`config.mk`:
```
export PLATFORM = sky130hd
export DESIGN_NAME = prs_rail_sequencer
export DESIGN_NICKNAME = d
export VERILOG_FILES = /design/src/rtl/prs_pkg.sv /design/src/rtl/prs_pin_if.sv /design/src/rtl/prs_fault_timer.sv /design/src/rtl/prs_pin_sync.sv /design/src/rtl/prs_rail_sequencer.sv
export SDC_FILE = /design/constraint.sdc
export NUM_CORES = 1
export LEC_CHECK = 0
export BUFFER_PORTS_ARGS = -buffer_cell sky130_fd_sc_hd__buf_2
export CAP_MARGIN = 15
export CORE_UTILIZATION = 35
export DETAILED_ROUTE_END_ITERATION = 10
export GPL_ROUTABILITY_DRIVEN = 1
export PLACE_DENSITY = 0.52
export REMOVE_ABC_BUFFERS = 1
export SLEW_MARGIN = 40
export SYNTH_ARGS = -nofsm -noshare
export SYNTH_HDL_FRONTEND = slang
export SYNTH_SLANG_ARGS = --single-unit
```
`constraint.sdc`:
```
create_clock -name ref_clk -period 2.34 [get_ports ref_clk]
set_input_delay 0.234 -clock ref_clk [delete_from_list [all_inputs] [get_ports ref_clk]]
set_output_delay 0.234 -clock ref_clk [all_outputs]
set_load 0.02 [all_outputs]
```
`src/rtl/prs_pkg.sv`:
```
// Package with timing constants, codes and states of the rail sequencer
package prs_pkg;
  // Time base
  localparam int CLK_MHZ            = 25;
  // Programming pulse window at the host pin, microseconds
  localparam int PULSE_MIN_US       = 2;
  localparam int PULSE_MAX_US       = 25;
  // Low time that means disable, microseconds (typ / max)
  localparam int OFF_TYP_US         = 30;
  localparam int OFF_MAX_US         = 80;
  localparam int OFF_CYC            = OFF_TYP_US * CLK_MHZ;
  // Sequencing and fault times, milliseconds
  localparam int NEG_DELAY_MS       = 10;
  localparam int START_CHK1_MS      = 10;
  localparam int START_CHK2_MS      = 20;
  localparam int RUN_FAULT_MS       = 3;
  localparam int NEG_DELAY_CYC      = NEG_DELAY_MS * 1000 * CLK_MHZ;
  localparam int START_CHK1_CYC     = START_CHK1_MS * 1000 * CLK_MHZ;
  localparam int START_CHK2_CYC     = START_CHK2_MS * 1000 * CLK_MHZ;
  localparam int RUN_FAULT_CYC      = RUN_FAULT_MS * 1000 * CLK_MHZ;
  // Setting code width and limits
  localparam int CODE_W             = 5;
  localparam logic [4:0] CODE_DEFAULT = 5'h00;
  localparam logic [4:0] CODE_MAX     = 5'h1F;
  // Sequencer states
  typedef enum logic [2:0] {
    ST_OFF   = 3'b000,
    ST_SOFT  = 3'b001,
    ST_BOTH  = 3'b010,
    ST_RUN   = 3'b011,
    ST_LATCH = 3'b100
  } prs_state_t;
endpackage : prs_pkg

```
`src/rtl/prs_pin_if.sv`:
```
// Interface carrying the filtered enable/programming pin events
`timescale 1ns/10ps
interface prs_pin_if;
  logic pinLevel;   // Filtered pin level
  logic pinRise;    // One-cycle pulse on a filtered rising edge
  logic pinOff;     // Level: pin low longer than the shutdown time
  modport src (output pinLevel, output pinRise, output pinOff);
  modport dst (input pinLevel, input pinRise, input pinOff);
endinterface // prs_pin_if

```
`src/rtl/prs_fault_timer.sv`:
```
// Qualification timer: flags a condition that persists for a set time
`timescale 1ns/10ps
module prs_fault_timer #(
  parameter int LIMIT = prs_pkg::RUN_FAULT_CYC
) (
  // Clock and reset
  input  wire logic ref_clk,
  input  wire logic resetn,
  // Condition in, expiry flag out, held high while the condition lasts
  input  wire logic armed,
  input  wire logic cond,
  output logic      expired
);
  localparam int CW = $clog2(LIMIT + 1);
  initial begin
    if (LIMIT < 1) $error("LIMIT must be at least one");
  end

  logic [CW-1:0] cntReg;   // Cycles the condition has held
  logic [CW-1:0] cntNext;

  // Any break of the condition restarts the count
  always_comb begin
    cntNext = '0;
    if (armed && cond) begin
      cntNext = (cntReg == CW'(LIMIT)) ? cntReg : cntReg + CW'(1);
    end
  end

  always_ff @(posedge ref_clk or negedge resetn) begin
    if (!resetn) begin
      cntReg <= '0;
    end else begin
      cntReg <= cntNext;
    end
  end

  // More than the limit, so fire one cycle past it
  assign expired = armed && cond && (cntReg == CW'(LIMIT));
endmodule // prs_fault_timer

```
`src/rtl/prs_pin_sync.sv`:
```
// Synchroniser, edge detector and low-time detector for the control pin
`timescale 1ns/10ps
module prs_pin_sync #(
  parameter int OFF_CYC = prs_pkg::OFF_CYC
) (
  // Clock and reset
  input  wire logic ref_clk,
  input  wire logic resetn,
  // Raw pin
  input  wire logic ctrlPin,
  // Events to the sequencer
  prs_pin_if.src    pin
);
  localparam int CW = $clog2(OFF_CYC + 1);
  initial begin
    if (OFF_CYC < 1) $error("OFF_CYC must be at least one");
  end

  logic [2:0]    syncReg;     // Three-stage synchroniser
  logic [2:0]    syncNext;
  logic          levelReg;    // Accepted level
  logic          levelNext;
  logic [CW-1:0] lowCntReg;   // Cycles spent low
  logic [CW-1:0] lowCntNext;

  // Level changes only when stages two and three agree
  always_comb begin
    syncNext   = {syncReg[1:0], ctrlPin};
    levelNext  = (syncReg[2] == syncReg[1]) ? syncReg[2] : levelReg;
    lowCntNext = lowCntReg;
    if (levelReg) begin
      lowCntNext = '0;
    end else if (lowCntReg != CW'(OFF_CYC)) begin
      lowCntNext = lowCntReg + CW'(1);
    end
  end

  // Registers only
  always_ff @(posedge ref_clk or negedge resetn) begin
    if (!resetn) begin
      syncReg   <= 3'h0;
      levelReg  <= 1'b0;
      lowCntReg <= CW'(OFF_CYC);
    end else begin
      syncReg   <= syncNext;
      levelReg  <= levelNext;
      lowCntReg <= lowCntNext;
    end
  end

  assign pin.pinLevel = levelReg;
  assign pin.pinRise  = levelNext & ~levelReg;
  // Short low gaps stay programming gaps
  assign pin.pinOff   = (lowCntReg == CW'(OFF_CYC));
endmodule // prs_pin_sync

```
`src/rtl/prs_rail_sequencer.sv`:
```
// Top of the dual-rail supply sequencer with pulse-count programming
// What this block does
// - Negative rail starts at minus four volts
// - Rising edges select setting, zero keeps default
// - High pin starts boost with soft current limit
// - Negative converter starts 10 ms after enable
// - Pin low keeps everything shut down
// - Start needs pin high and supply good
// - Supply lockout disables all operation
// - Running rail faults qualified for 3 ms
// - Rail fault latches both converters off
// - Pin toggle or power cycle clears latch
// - Start-up checks at 10 and 20 ms
// - Over-temperature stops every function
// - Discharge both outputs while shut down
// - Long low means disable, short low gap
`timescale 1ns/10ps
module prs_rail_sequencer #(
  parameter int NEG_DELAY_CYC  = prs_pkg::NEG_DELAY_CYC,
  parameter int START_CHK1_CYC = prs_pkg::START_CHK1_CYC,
  parameter int START_CHK2_CYC = prs_pkg::START_CHK2_CYC,
  parameter int RUN_FAULT_CYC  = prs_pkg::RUN_FAULT_CYC,
  parameter int OFF_CYC        = prs_pkg::OFF_CYC
) (
  // Clock and reset (power-on)
  input  wire logic                      ref_clk,
  input  wire logic                      resetn,
  // Host enable/programming pin
  input  wire logic                      ctrlPin,
  // Analog status, same clock domain
  input  wire logic                      supplyLowLockout,
  input  wire logic                      overTemp,
  input  wire logic                      posRegulated,
  input  wire logic                      posBelowShort,
  input  wire logic                      negRegulated,
  input  wire logic                      negAboveStartThr,
  input  wire logic                      negAboveRunThr,
  // Converter controls
  output logic                           posEnable,
  output logic                           posSoftLimit,
  output logic                           negEnable,
  output logic [prs_pkg::CODE_W-1:0]     negativeRailCode,
  output logic                           posDischarge,
  output logic                           negDischarge,
  // Status
  output logic                           faultLatched
);
  localparam int TW = $clog2(START_CHK2_CYC + 1);
  initial begin
    if (NEG_DELAY_CYC < 1 || START_CHK1_CYC < NEG_DELAY_CYC ||
        START_CHK2_CYC <= START_CHK1_CYC) begin
      $error("Start-up timing parameters out of order");
    end
  end

  prs_pin_if pin ();

  // Pin conditioning
  prs_pin_sync #(.OFF_CYC(OFF_CYC)) uSync (
    .ref_clk (ref_clk),
    .resetn  (resetn),
    .ctrlPin (ctrlPin),
    .pin     (pin)
  );

  prs_pkg::prs_state_t stateReg;   // Sequencer state
  prs_pkg::prs_state_t stateNext;
  logic [TW-1:0]       timeReg;    // Cycles since enable
  logic [TW-1:0]       timeNext;
  logic [4:0]          codeReg;    // Rising-edge count
  logic [4:0]          codeNext;
  logic                latchReg;   // Sticky fault or thermal shutdown
  logic                latchNext;
  logic                runPosFlt;  // Qualified running faults
  logic                runNegFlt;
  logic                halt;       // Lockout or thermal stop
  logic                startFlt;   // Start-up check failed
  logic                running;

  assign halt    = supplyLowLockout | overTemp;
  assign running = (stateReg == prs_pkg::ST_RUN);

  // Running short detection, qualified for the set time
  prs_fault_timer #(.LIMIT(RUN_FAULT_CYC)) uPosTmr (
    .ref_clk (ref_clk),
    .resetn  (resetn),
    .armed   (running),
    .cond    (posBelowShort),
    .expired (runPosFlt)
  );
  prs_fault_timer #(.LIMIT(RUN_FAULT_CYC)) uNegTmr (
    .ref_clk (ref_clk),
    .resetn  (resetn),
    .armed   (running),
    .cond    (negAboveRunThr),
    .expired (runNegFlt)
  );

  // Start-up checks at fixed times after enable
  always_comb begin
    startFlt = 1'b0;
    if (stateReg == prs_pkg::ST_BOTH) begin
      if (timeReg == TW'(START_CHK1_CYC) && (!posRegulated || negAboveStartThr)) begin
        startFlt = 1'b1;
      end
      if (timeReg == TW'(START_CHK2_CYC) && !negRegulated) begin
        startFlt = 1'b1;
      end
    end
  end

  // Next state, timer, edge count and latch
  always_comb begin
    stateNext = stateReg;
    timeNext  = timeReg;
    codeNext  = codeReg;
    latchNext = latchReg;
    if (halt) begin
      // Lockout or thermal stop wins over everything
      stateNext = prs_pkg::ST_OFF;
      codeNext  = prs_pkg::CODE_DEFAULT;
      timeNext  = '0;
      if (overTemp) begin
        latchNext = 1'b1;
      end
      if (supplyLowLockout) begin
        latchNext = 1'b0;  // Power cycle clears the latch
      end
    end else if (pin.pinOff) begin
      // Long low: shut down, clear count and latch
      stateNext = prs_pkg::ST_OFF;
      codeNext  = prs_pkg::CODE_DEFAULT;
      timeNext  = '0;
      latchNext = 1'b0;
    end else begin
      if (pin.pinRise && stateReg != prs_pkg::ST_OFF && codeReg != prs_pkg::CODE_MAX) begin
        codeNext = codeReg + 5'h01;
      end
      if (timeReg != TW'(START_CHK2_CYC)) begin
        timeNext = timeReg + TW'(1);
      end
      case (stateReg)
        prs_pkg::ST_OFF: begin
          timeNext = '0;
          // A set latch keeps the block off even with the pin high
          if (pin.pinLevel && !latchReg) begin
            stateNext = prs_pkg::ST_SOFT;
          end
        end
        prs_pkg::ST_SOFT: begin
          // Boost alone with its soft limit until the delay runs out
          if (timeReg == TW'(NEG_DELAY_CYC - 1)) begin
            stateNext = prs_pkg::ST_BOTH;
          end
        end
        prs_pkg::ST_BOTH: begin
          if (startFlt) begin
            stateNext = prs_pkg::ST_LATCH;
            latchNext = 1'b1;
          end else if (timeReg == TW'(START_CHK2_CYC)) begin
            stateNext = prs_pkg::ST_RUN;
          end
        end
        prs_pkg::ST_RUN: begin
          if (runPosFlt || runNegFlt) begin
            stateNext = prs_pkg::ST_LATCH;
            latchNext = 1'b1;
          end
        end
        prs_pkg::ST_LATCH: begin
          stateNext = prs_pkg::ST_LATCH;  // Wait for toggle or power cycle
        end
        default: begin
          stateNext = prs_pkg::ST_OFF;
        end
      endcase
    end
  end

  // Registers only
  always_ff @(posedge ref_clk or negedge resetn) begin
    if (!resetn) begin
      stateReg <= prs_pkg::ST_OFF;
      timeReg  <= '0;
      codeReg  <= prs_pkg::CODE_DEFAULT;
      latchReg <= 1'b0;
    end else begin
      stateReg <= stateNext;
      timeReg  <= timeNext;
      codeReg  <= codeNext;
      latchReg <= latchNext;
    end
  end

  // Outputs decoded from registered state only
  always_comb begin
    posEnable    = (stateReg == prs_pkg::ST_SOFT) || (stateReg == prs_pkg::ST_BOTH) ||
                   running;
    posSoftLimit = (stateReg == prs_pkg::ST_SOFT);
    negEnable    = (stateReg == prs_pkg::ST_BOTH) || running;
    posDischarge = !posEnable;
    negDischarge = !negEnable;
  end
  // Code zero means the default minus four volts
  assign negativeRailCode = codeReg;
  assign faultLatched     = latchReg;

  // Observation counter for the delay check: cycles the boost has run alone.
  // Kept apart from timeReg so that the check does not lean on the logic it guards.
  logic [TW-1:0] soloCntReg;   // Cycles with boost on and negative converter off
  logic [TW-1:0] soloCntNext;

  // Counts while the boost runs alone, holds while both run, clears when off
  always_comb begin
    soloCntNext = '0;
    if (posEnable && !negEnable) begin
      soloCntNext = (soloCntReg == TW'(START_CHK2_CYC)) ? soloCntReg : soloCntReg + TW'(1);
    end else if (posEnable) begin
      soloCntNext = soloCntReg;  // Final count kept for the check
    end
  end

  // Registers only
  always_ff @(posedge ref_clk or negedge resetn) begin
    if (!resetn) begin
      soloCntReg <= '0;
    end else begin
      soloCntReg <= soloCntNext;
    end
  end
endmodule // prs_rail_sequencer

```
# Yosys cells after proc, flatten, opt, wreduce, memory -nomap -nowiden
# Cells that the tools add are included.
# Widths: inputs -> output; s select.
[totals]
register_bits = 76
elab_cells = 98
[op_classes]
addsub = 5
eq_ne = 22
muxes = 32
bitwise_logic = 3
reduce_logical = 27
[ops]
columns = ["op", "count"]
rows = [
  ["$mux 19", 4],
  ["$mux 17", 4],
  ["$eq 19x18->1 const B", 2],
  ["$add 17x1->17 const B", 2],
  ["$eq 17x17->1 const B", 2],
  ["$mux 3", 7],
  ["$mux 10", 2],
  ["$add 19x1->19 const B", 1],
  ["$eq 19x19->1 const B", 1],
  ["$ne 19x19->1 const B", 1],
  ["$mux 5", 3],
  ["$pmux 3 s5", 1],
  ["$add 10x1->10 const B", 1],
  ["$eq 10x10->1 const B", 1],
  ["$mux 1", 10],
  ["$ne 10x10->1 const B", 1],
  ["$logic_and 1x1->1", 9],
  ["$ne 4x4->1 const B", 2],
  ["$reduce_and 4->1", 2],
  ["$reduce_bool 4->1", 2],
  ["$eq 3x2->1 const B", 2],
  ["$reduce_bool 3->1", 2],
  ["$add 5x1->5 const B", 1],
  ["$logic_not 1->1", 5],
  ["other kinds (16)", 21],
]

# Depth between registers and ports, before layout
# Gate-level depths: netlist of run 1.
[logic_depth]
depth_word = 10
ltp_mapped = 9

# Cells and area by module
# A second synthesis of run 1 with hierarchy kept.
[hier_totals]
hier_cells = 430
hier_area_um2 = 4093.9
[modules_own_cells]
columns = ["mod", "n_inst", "cells_per_inst", "area_per_inst_um2"]
rows = [
  ["prs_fault_timer", 2, 96, 913.4],
  ["prs_rail_sequencer", 1, 175, 1614.0],
  ["prs_pin_sync", 1, 63, 653.1],
]

# Least setup slack after synthesis of run 1
# No wires, ideal clock.
[synth_timing]
path_type = "register -> register"
startpoint = "register codeReg[0], in the netlist negativeRailCode[0]"
endpoint = "register codeReg[3], in the netlist negativeRailCode[3]"
setup_ns = 0.126
arrival_ns = 1.903
required_ns = 2.214
path_slack_ns = 0.311
path_stages_with_launch = 8
period_less_slack_ns = 2.029
path_cell_list = "dfrtp_1 -> ha_1 -> and3_1 -> ha_1 -> nor4b_2 -> nand4_1 -> xor2_1 -> nor2_1"
[synth_between]
elab_chain_len = 4
word_cells_on_any_way = 7
[synth_lines]
columns = ["element", "line_no", "rtl"]
rows = [
  ["start: declaration", "prs_rail_sequencer.sv:70", "logic [4:0] codeReg;"],
  ["start signal: assignment", "prs_rail_sequencer.sv:185", "codeReg <= prs_pkg::CODE_DEFAULT;"],
  ["start signal: assignment", "prs_rail_sequencer.sv:190", "codeReg <= codeNext;"],
  ["$add 5x1->5", "prs_rail_sequencer.sv:137", "codeNext = codeReg + 5'h01;"],
  ["$mux 5", "prs_rail_sequencer.sv:136", "if (pin.pinRise && stateReg != prs_pkg::ST_OFF && codeReg != prs_pkg::CODE_MAX) begin"],
  ["$mux 5", "prs_rail_sequencer.sv:129", "end else if (pin.pinOff) begin"],
  ["$mux 5", "prs_rail_sequencer.sv:118", "if (halt) begin"],
]
# Parallel ways exist; a longest one is shown, timed or not. The select of a mux whose other input is x is not followed.
# A chain may end at the register's enable or synchronous reset.

# Worst setup path in the final report of run 1
[layout_timing]
startpoint = "register timeReg[11]"
endpoint = "register stateReg[2]"
[layout_between]
elab_chain_len = 9
word_cells_on_any_way = 15
[layout_lines]
columns = ["element", "line_no", "rtl"]
rows = [
  ["start: declaration", "prs_rail_sequencer.sv:68", "logic [TW-1:0] timeReg;"],
  ["start signal: assignment", "prs_rail_sequencer.sv:189", "timeReg <= timeNext;"],
  ["$eq 19x18->1", "prs_rail_sequencer.sv:103", "if (timeReg == TW'(START_CHK1_CYC) && (!posRegulated || negAboveStartThr)) begin"],
  ["$logic_and 1x1->1", "prs_rail_sequencer.sv:103", ""],
  ["$mux 1", "prs_rail_sequencer.sv:103", ""],
  ["$mux 1", "prs_rail_sequencer.sv:106", "if (timeReg == TW'(START_CHK2_CYC) && !negRegulated) begin"],
  ["$mux 1", "prs_rail_sequencer.sv:102", "if (stateReg == prs_pkg::ST_BOTH) begin"],
  ["$mux 3", "prs_rail_sequencer.sv:157", "if (startFlt) begin"],
  ["$pmux 3 s5", "prs_rail_sequencer.sv:142", "case (stateReg)"],
  ["$mux 3", "prs_rail_sequencer.sv:129", ""],
  ["$mux 3", "prs_rail_sequencer.sv:118", ""],
  ["end signal: assignment", "prs_rail_sequencer.sv:183", "stateReg <= prs_pkg::ST_OFF;"],
  ["end signal: assignment", "prs_rail_sequencer.sv:188", "stateReg <= stateNext;"],
  ["end: declaration", "prs_rail_sequencer.sv:66", "prs_pkg::prs_state_t stateReg;"],
]
# Parallel ways exist; a longest one is shown, timed or not.

==> metrics.csv, run 1 <==
stage,metric,value,unit
worst_hold_path,hold_start,supplyLowLockout,
sta,max_freq,502,MHz
cells_and_area,final_nets,469,
clock_tree,cts_made_buffers,9,
placement,gp_congestion,0.783,
setup_path,crit_arrival,2.21,ns
run_status,outcome,finished clean,
drt,viasPerCell,5.06,
setup_path,critical_path_class,reg -> reg,
sta,period_minus_slack,1.99,ns
floorplan,die_height,109,µm
logic_synthesis,ys_types,49,
global_route,grt_pass1_wl,14300,µm
setup_path,reg2reg_from,timeReg[11]$_DFFE_PN0P_,
logic_synthesis,seq_area_frac_synth,47.6,%
placement,dp_hpwl,5510,µm
floorplan,dieArea,11900,µm²
sta,hold_viol_final,0,
global_route,antenna_found_initial,0,
sta,maxSlewViolCount,0,
drt,ant_nets,0,
logic_synthesis,synth-seq-cells,76,
sta,tightestPinTransition,0.570,ns
floorplan,start_util,36.5,%
placement,dpl-instance-area,4300,µm²
floorplan,coreArea,11000,µm²
cells_and_area,post-route-util,42.5,%
sta,finalCritPeriodShare,85.1,%
cells_and_area,n_antenna_cell,0,
setup_path,critPathMaxFanout,6,
logic_synthesis,synthTopCellsByCount,"nor2_1 (75), dfrtp_1 (69), nand2_1 (32)",
drt,dr.pass1.iters,4,
global_route,grt_pass1_vias,3047,
floorplan,num_io_pins,21,
logic_synthesis,async_flop_share,100,%
pwr,ir_worst_vdd,383,µV
pwr,p_per_area,660,nW/µm²
cells_and_area,syn_to_final_growth,16.4,%
logic_synthesis,synth.avg_cell_area,9.53,µm²
placement,io_buffers,20,
setup_path,reg2reg_depth,5,
logic_synthesis,syn_inst,421,
logic_synthesis,ys_warn_count,0,
worst_hold_path,holdPathStages,2,
sta,skew,0.00474,ns
setup_path,rrSetupSlack,0.35,ns
worst_hold_path,hold_class,in -> reg,
setup_path,timing.rr.end,stateReg[2]$_DFFE_PN0P_,
logic_synthesis,ys.flop_type,dfrtp_1,
drt,vias,3005,
clock_tree,cts_tree,built,
pwr,p_total,3080,µW
logic_synthesis,yosysMostFrequentCell,nor2_1,
flow_run,drv_cap,0,
setup_path,cp-end-kind,register,
drt,drc_errors,0,
sta,finalSetupViolations,0,
cells_and_area,drive_gt1_share,14.5,%
placement,dp_slack,0.349,ns
clock_tree,clockBufferDepth,2,
logic_synthesis,synth_top_area_share,43.1,%
floorplan,placementRows,38,
cells_and_area,postLayoutCellArea,4670,µm²
global_route,track_usage,15.6,%
logic_synthesis,synth_area_leaders,"dfrtp_1 (43%), nor2_1 (7.0%), xor2_1 (6.3%), dfstp_2 (4.6%), xnor2_1 (4.6%)",
drt,wl_per_cell,13.2,µm
clock_tree,htree_levels,3,
sta,tns,0,ns
sta,slew_headroom,61.9,%
worst_hold_path,min_delay_worst_endpoint,faultLatched$_DFFE_PN0P_,
clock_tree,clk_pin_slew_worst_paths,0.06,ns
drt,drt_iter0_markers,108,
setup_path,critPathRequiredTime,2.56,ns
drt,drt-total-wl,7860,µm
sta,worst_slack,0.349,ns
pwr,p_leak,0.00181,µW
logic_synthesis,yosys.area.top_type,dfrtp_1,
sta,rsz0062_at_grt,no,
floorplan,die_x,109,µm
cells_and_area,fillCellCount,1057,
setup_path,critPathLaunchType,register,
clock_tree,cts-root-buf,clkbuf_16,
logic_synthesis,synth_edf_count,0,
clock_tree,clock_latency,0.33,ns
global_route,grt_max_degree,40,
logic_synthesis,synth_area,4010,µm²
clock_tree,clkSinkCount,76,
global_route,grt-ovfl-total,0,
## metal layers
metal  global-route usage (%)  wire length (µm)  vias to the layer above
li1                         -                 -                     1525
met1                     20.2              3810                     1418
met2                     24.7              3560                       49
met3                     3.41               318                       13
met4                     7.53               172                        0
met5                        0                 0                        -
## logic make-up after synthesis
logic type      after synthesis  synth area share, %
xor+xnor                     50                 10.9
mux                           3                0.749
simple gates                212                 28.5
fa+ha+maj                    11                 3.37
compound gates               39                 5.87
buf+inv                      30                 2.96
flops                        76                 47.6
## report_power, final
| part | internal [µW] | leakage (µW) | switching (µW) | total [µW] |
|---|---|---|---|---|
| clock network | 1050 | 0.000166 | 563 | 1610 |
| logic | 40.0 | 0.000615 | 70.3 | 110 |
| registers | 1330 | 0.00102 | 22.2 | 1360 |
## flip-flops by register name, indices dropped and copies added, names as in the netlist
register / count
stateReg: 3
timeReg: 19
uSync.syncReg: 3
uNegTmr.cntReg: 17
uPosTmr.cntReg: 17
faultLatched: 1
uSync.lowCntReg: 10
uSync.pin.pinLevel: 1
negativeRailCode: 5
## worst max path at each step
stage | start | to | slack [ns] | cells past startpoint
after floorplan | stateReg[2]$_DFFE_PN0P_ | stateReg[2]$_DFFE_PN0P_ | 0.12 | 5
after global placement | timeReg[1]$_DFFE_PN0P_ | stateReg[2]$_DFFE_PN0P_ | 0.39 | 6
after detailed placement | timeReg[11]$_DFFE_PN0P_ | stateReg[2]$_DFFE_PN0P_ | 0.35 | 5
after CTS | timeReg[11]$_DFFE_PN0P_ | stateReg[2]$_DFFE_PN0P_ | 0.33 | 5
after global routing | timeReg[11]$_DFFE_PN0P_ | stateReg[2]$_DFFE_PN0P_ | 0.14 | 5
final | timeReg[11]$_DFFE_PN0P_ | stateReg[2]$_DFFE_PN0P_ | 0.35 | 5
## through the flow
stage	instances	hold slack (ns)
after floorplan	410	-0.0616
after global placement	576	0.249
after detailed placement	576	0.252
after CTS	594	0.0680
after global routing	594	0.0831
final	594	0.0792
## area by class of cell
class                      count  area (µm²)  area share [%]
sequential                    76        1910            40.9
clock buffer                   9         225            4.83
multi-input combinational    315        1980            42.4
tap                          140         175            3.75
timing repair buffer          28         180            3.86
inverter                      19        71.3            1.53
clock inverter                 7         124            2.65
## timing repair
| item | in CTS | in global routing |
|---|---|---|
| hold endpoints to repair | 39 | 0 |
| gates resized for setup | 0 | 0 |
| setup buffers | 0 | 0 |
| hold buffers | 2 | 0 |
## worst max-delay path: stages (launching register included)
cell	delay, ns
dfrtp_1	0.46
nor4_2	0.37
nand4_1	0.25
a21oi_1	0.30
o21ai_0	0.15
a2111oi_2	0.36
## cell usage in the layout (no fill, tap or decap), types with 3 or more instances in the layout
| cell type | n |
|---|---|
| nand3_1 | 19 |
| inv_1 | 19 |
| or3_1 | 9 |
| ha_1 | 10 |
| dfrtp_1 | 69 |
| and3_1 | 5 |
| nor3_1 | 12 |
| and4_1 | 4 |
| mux2i_1 | 3 |
| nor4bb_1 | 3 |
| xor2_1 | 29 |
| buf_2 | 19 |
| buf_4 | 6 |
| o21ai_0 | 14 |
| clkbuf_16 | 9 |
| xnor2_1 | 21 |
| nor4b_1 | 3 |
| nor3b_1 | 3 |
| a21oi_1 | 14 |
| a31oi_1 | 3 |
| dfstp_2 | 7 |
| nand2_1 | 32 |
| nor2_1 | 75 |
| nand4_1 | 21 |
| and4bb_2 | 3 |
| bufinv_16 | 3 |
Power figures use the tool's default switching activity.
==> run 2: changes to the inputs <==
==> constraint.sdc (replaced) <==
create_clock -name ref_clk -period 2.45 [get_ports ref_clk]
set_input_delay 0.245 -clock ref_clk [delete_from_list [all_inputs] [get_ports ref_clk]]
set_output_delay 0.245 -clock ref_clk [all_outputs]
set_load 0.02 [all_outputs]
==> metrics.csv, run 2 (synthesis results as in run 1) <==
stage,metric,value,unit
clock_tree,clk_pin_slew_worst_paths,0.06,ns
clock_tree,cts_made_buffers,9,
global_route,grt-ovfl-total,0,
cells_and_area,fillCellCount,1074,
sta,finalSetupViolations,0,
clock_tree,cts-root-buf,clkbuf_16,
cells_and_area,largest_register,timeReg,
cells_and_area,seqCellArea,1910,µm²
flow_run,drv_cap,0,
drt,wl_per_cell,13.6,µm
sta,maxSlewViolCount,0,
sta,rsz0062_at_grt,no,
pwr,p_total,2890,µW
sta,period_minus_slack,2.06,ns
global_route,grt_max_degree,42,
setup_path,cpMostUsedCell,ha_1,
worst_hold_path,hold_class,in -> reg,
setup_path,crit_arrival,2.28,ns
floorplan,dieArea,11900,µm²
setup_path,critPathLaunchType,register,
global_route,track_usage,15.9,%
sta,hold_viol_final,0,
cells_and_area,syn_to_final_growth,16.1,%
placement,io_buffers,20,
placement,dp_hpwl,5700,µm
cells_and_area,final_nets,469,
drt,drt-total-wl,8070,µm
setup_path,critPathMaxStageDelay,0.55,ns
clock_tree,cts_tree,built,
floorplan,die_height,109,µm
drt,ant_nets,0,
sta,max_freq,485,MHz
setup_path,critPathRequiredTime,2.67,ns
floorplan,num_io_pins,21,
drt,drc_errors,0,
drt,dr.pass1.iters,4,
global_route,grt_pass1_wl,14500,µm
sta,finalCritPeriodShare,84.2,%
cells_and_area,drive_gt1_share,14.3,%
sta,skew,0.00787,ns
cells_and_area,n_antenna_cell,0,
floorplan,start_util,36.5,%
sta,tightestPinTransition,0.592,ns
run_status,outcome,finished clean,
global_route,antenna_found_initial,0,
clock_tree,clockBufferDepth,2,
placement,gp_congestion,0.766,
clock_tree,clock_latency,0.34,ns
floorplan,die_x,109,µm
clock_tree,cts_resized,0,
setup_path,path_delay_family,simple AND/OR/NAND/NOR gates,
cells_and_area,final_common_cell,nor2_1,
setup_path,slowest_stage,nor4b_2,
cells_and_area,reg_top3,"timeReg x19, uNegTmr.cntReg x17, uPosTmr.cntReg x17",
setup_path,critical_path_class,reg -> reg,
floorplan,coreArea,11000,µm²
clock_tree,postCtsSetupRepairBufs,0,
setup_path,path_buf_inv,0,
cells_and_area,largest_reg_flops,19,
cells_and_area,layout_common_cells,"nor2_1 (75), dfrtp_1 (69), nand2_1 (32), xor2_1 (29)",
clock_tree,htree_levels,3,
drt,drt_iter0_markers,113,
pwr,p_per_area,620,nW/µm²
sta,slew_headroom,60.1,%
drt,vias,3019,
clock_tree,clkSinkCount,76,
setup_path,critPathMaxFanout,5,
setup_path,cp-end-kind,register,
cells_and_area,multi_input_area,1980,µm²
pwr,p_leak,0.00180,µW
global_route,grt_pass1_vias,3047,
sta,tns,0,ns
setup_path,cp_cell_sequence,ha_1 > and3_1 > ha_1 > nor4b_2 > nand4_1 > xor2_1 > nor2_1,
clock_tree,cts.hold.buffers_added,1,
drt,viasPerCell,5.08,
pwr,ir_worst_vdd,295,µV
floorplan,placementRows,38,
==> run 2: area by class of cell <==
type,count,share of cell area (%)
Multi-Input combinational cell,315,42.5
Inverter,19,1.53
Timing Repair Buffer,28,3.87
Sequential cell,76,41.0
Clock inverter,3,1.45
Tap cell,140,3.76
Clock buffer,13,5.80
==> run 2: worst reg2reg max path, stage by stage (launching register included) <==
cell and delay [ns]:
dfrtp_1 0.42, ha_1 0.22, and3_1 0.18, ha_1 0.19, nor4b_2 0.55, nand4_1 0.18, xor2_1 0.16, nor2_1 0.05
==> run 2: path summary, 6_finish.rpt <==
kind | slack (ns) | cells after the start | from | end
setup / recovery | 0.39 | 7 | negativeRailCode[0]$_DFFE_PN0P_ | negativeRailCode[3]$_DFFE_PN0P_
hold / removal | 0.09 | 2 | supplyLowLockout | faultLatched$_DFFE_PN0P_
setup reg to reg | 0.39 | 7 | negativeRailCode[0]$_DFFE_PN0P_ | negativeRailCode[3]$_DFFE_PN0P_
hold reg to reg | 0.35 | 0 | uSync.syncReg[0]$_DFF_PN0_ | uSync.syncReg[1]$_DFF_PN0_
max in group asynchronous | 1.35 | 3 | resetn | uSync.lowCntReg[5]$_DFFE_PN1P_
min in group asynchronous | 0.45 | 2 | resetn | uNegTmr.cntReg[8]$_DFFE_PN0N_
==> run 2: routing by layer <==
layer  vias up  GRT usage (%)  wire length [µm]
met5         -              0                 0
met1      1458           21.5              4090
li1       1522              -                 -
met2        27           23.9              3570
met4         0           6.95               148
met3        12           4.18               269
==> run 2: through the flow <==
| step | hold WS, ns | area (µm²) | setup slack, ns | instances | util [%] |
|---|---|---|---|---|---|
| after floorplan | -0.0506 | 3960 | 0.227 | 410 | - |
| after global placement | 0.278 | 4300 | 0.463 | 576 | 39.1 |
| after detailed placement | 0.288 | 4300 | 0.378 | 576 | 39.1 |
| after CTS | 0.00131 | 4650 | 0.377 | 593 | 42.3 |
| after global routing | 0.0922 | 4660 | 0.237 | 594 | 42.4 |
| final | 0.0860 | 4660 | 0.387 | 594 | 42.4 |
==> run 2: report_power, final <==
part	total [µW]	leakage (µW)	internal, µW	switching (µW)
registers	1290	0.00102	1280	17.1
logic	114	0.000615	40.1	73.4
clock network	1480	0.000162	976	505
==> run 3: changes to the inputs <==
--- a/config.mk
+++ b/config.mk
@@ -10,7 +10,7 @@
 export CORE_UTILIZATION = 35
 export DETAILED_ROUTE_END_ITERATION = 10
 export GPL_ROUTABILITY_DRIVEN = 1
-export PLACE_DENSITY = 0.52
+export PLACE_DENSITY = 0.53
 export REMOVE_ABC_BUFFERS = 1
 export SLEW_MARGIN = 40
 export SYNTH_ARGS = -nofsm -noshare
==> constraint.sdc (replaced) <==
create_clock -name ref_clk -period 1.85 [get_ports ref_clk]
set_input_delay 0.185 -clock ref_clk [delete_from_list [all_inputs] [get_ports ref_clk]]
set_output_delay 0.185 -clock ref_clk [all_outputs]
set_load 0.02 [all_outputs]
==> metrics.csv, run 3 (synthesis results as in run 1) <==
stage,metric,value,unit
setup_path,critical_path_class,reg -> reg,
setup_path,cp_cell_sequence,nor4bb_2 > buf_4 > nand4_1 > o22ai_2 > buf_4 > o22a_1 > a2111oi_4,
pwr,ir_worst_vdd,441,µV
cells_and_area,largest_reg_flops,19,
cells_and_area,syn_to_final_growth,27.0,%
clock_tree,cts_tree,built,
worst_hold_path,hold_start,supplyLowLockout,
worst_hold_path,min_delay_worst_endpoint,faultLatched$_DFFE_PN0P_,
sta,slew_headroom,62.5,%
setup_path,cp-end-kind,register,
global_route,grt_pass1_vias,3140,
global_route,track_usage,15.9,%
run_status,outcome,finished clean,
setup_path,path_buf_inv,2,
drt,drc_errors,0,
setup_path,critPathLaunchType,register,
setup_path,reg2reg_from,uPosTmr.cntReg[11]$_DFFE_PN0N_,
drt,viasPerCell,5.04,
sta,finalSetupViolations,0,
cells_and_area,final_common_cell,nor2_1,
sta,maxSlewViolCount,0,
clock_tree,clockBufferDepth,2,
sta,max_freq,545,MHz
setup_path,rrSetupSlack,0.02,ns
clock_tree,htree_levels,3,
setup_path,timing.rr.end,stateReg[0]$_DFFE_PN0P_,
setup_path,slowest_stage,dfrtp_1,
pwr,p_leak,0.00204,µW
cells_and_area,drive_gt1_share,24.4,%
cells_and_area,layout_common_cells,"nor2_1 (75), dfrtp_1 (69), buf_4 (47), nand2_1 (31), xor2_1 (29)",
drt,ant_nets,0,
global_route,grt_max_degree,43,
floorplan,num_io_pins,21,
sta,period_minus_slack,1.83,ns
global_route,grt_pass1_wl,14700,µm
setup_path,critPathMaxFanout,5,
clock_tree,clk_pin_slew_worst_paths,0.06,ns
sta,tightestPinTransition,0.559,ns
worst_hold_path,holdPathStages,2,
clock_tree,clkSinkCount,76,
setup_path,reg2reg_depth,7,
setup_path,path_delay_family,compound AO/OA/AOI/OAI gates,
floorplan,dieArea,11900,µm²
sta,skew,0.00705,ns
clock_tree,cts_made_buffers,9,
setup_path,cpMostUsedCell,buf_4,
drt,wl_per_cell,13.5,µm
placement,gp_congestion,0.762,
setup_path,critPathRequiredTime,2.04,ns
global_route,antenna_found_initial,0,
drt,vias,3203,
pwr,p_per_area,773,nW/µm²
cells_and_area,finalNonFillerCells,636,
cells_and_area,final_nets,511,
placement,place_inst,612,
cells_and_area,reg_top3,"timeReg x19, uNegTmr.cntReg x17, uPosTmr.cntReg x17",
placement,io_buffers,20,
global_route,grt-ovfl-total,0,
floorplan,die_x,109,µm
drt,drt-total-wl,8590,µm
drt,drt_iter0_markers,159,
sta,hold_viol_final,0,
clock_tree,cts-root-buf,clkbuf_16,
cells_and_area,fillCellCount,1055,
worst_hold_path,hold_class,in -> reg,
floorplan,start_util,36.5,%
sta,rsz0062_at_grt,yes,
setup_path,critPathMaxStageDelay,0.42,ns
placement,dp_hpwl,6120,µm
floorplan,placementRows,38,
clock_tree,clock_latency,0.33,ns
sta,finalCritPeriodShare,99.1,%
pwr,p_total,3940,µW
flow_run,drv_cap,0,
floorplan,coreArea,11000,µm²
setup_path,crit_arrival,2.02,ns
cells_and_area,n_antenna_cell,0,
cells_and_area,largest_register,timeReg,
floorplan,die_height,109,µm
drt,dr.pass1.iters,4,
==> run 3: cell count changes in the layout (fill, tap and decap cells not counted), sizes merged <==
cell / previous run / this run
clkbuf: 13 / 12
bufinv: 2 / 3
clkinvlp: 1 / 0
clkinv: 0 / 1
buf: 26 / 68
==> run 3: routing by layer <==
metal	global-route usage, %	vias to the layer above	wire length (µm)
met5	0	-	0
met4	6.66	0	134
met1	21.0	1552	4250
met2	25.0	33	3920
li1	-	1608	-
met3	3.53	10	282
==> run 3: layout make-up <==
type                            count  area (µm²)  share of cell area (%)
Tap cell                          140         175                    3.44
Timing Repair Buffer               70         508                    9.97
Clock inverter                      4        95.1                    1.87
Clock buffer                       12         256                    5.04
Inverter                           19        71.3                    1.40
Sequential cell                    76        1910                    37.5
Multi-Input combinational cell    315        2080                    40.8
==> run 3: how the worst max path moves through the flow <==
| stage | slack, ns | cells past startpoint | endpoint | from |
|---|---|---|---|---|
| after floorplan | -0.37 | 5 | stateReg[2]$_DFFE_PN0P_ | stateReg[2]$_DFFE_PN0P_ |
| after global placement | 0.05 | 7 | stateReg[2]$_DFFE_PN0P_ | uPosTmr.cntReg[0]$_DFFE_PN0N_ |
| after detailed placement | -0.07 | 7 | stateReg[2]$_DFFE_PN0P_ | uPosTmr.cntReg[0]$_DFFE_PN0N_ |
| after CTS | 0.007 | 7 | stateReg[2]$_DFFE_PN0P_ | uPosTmr.cntReg[0]$_DFFE_PN0N_ |
| after global routing | -0.13 | 8 | stateReg[1]$_DFFE_PN0P_ | uPosTmr.cntReg[0]$_DFFE_PN0N_ |
| final | 0.02 | 7 | stateReg[0]$_DFFE_PN0P_ | uPosTmr.cntReg[11]$_DFFE_PN0N_ |
==> run 3: power by group <==
group / internal, µW / leakage [µW] / switching, µW
sequential: 1690 / 0.00102 / 14.6
combinational: 71.6 / 0.000843 / 110
clock: 1390 / 0.000173 / 662
==> run 3: repair_timing <==
action	4_1_cts	5_1_grt
hold buffers	2	0
setup endpoints to repair	3	36
pin swaps	3	13
resized for setup	8	14
setup buffers	1	5
endpoints found under the hold margin	18	0
==> run 3: stage by stage <==
step | hold slack (ns) | TNS [ns] | util [%] | worst slack (ns) | cell area, µm²
4_1_cts | 0.0346 | 0 | 45.5 | 0.00651 | 4990
2_1_floorplan | -0.111 | -4.28 | - | -0.373 | 3960
3_5_place_dp | 0.0948 | -0.0748 | 41.7 | -0.0731 | 4580
5_1_grt | 0.0528 | -0.481 | 46.4 | -0.128 | 5090
3_3_place_gp | 0.0963 | 0 | 41.7 | 0.0525 | 4580
6_report | 0.0416 | 0 | 46.4 | 0.0159 | 5090
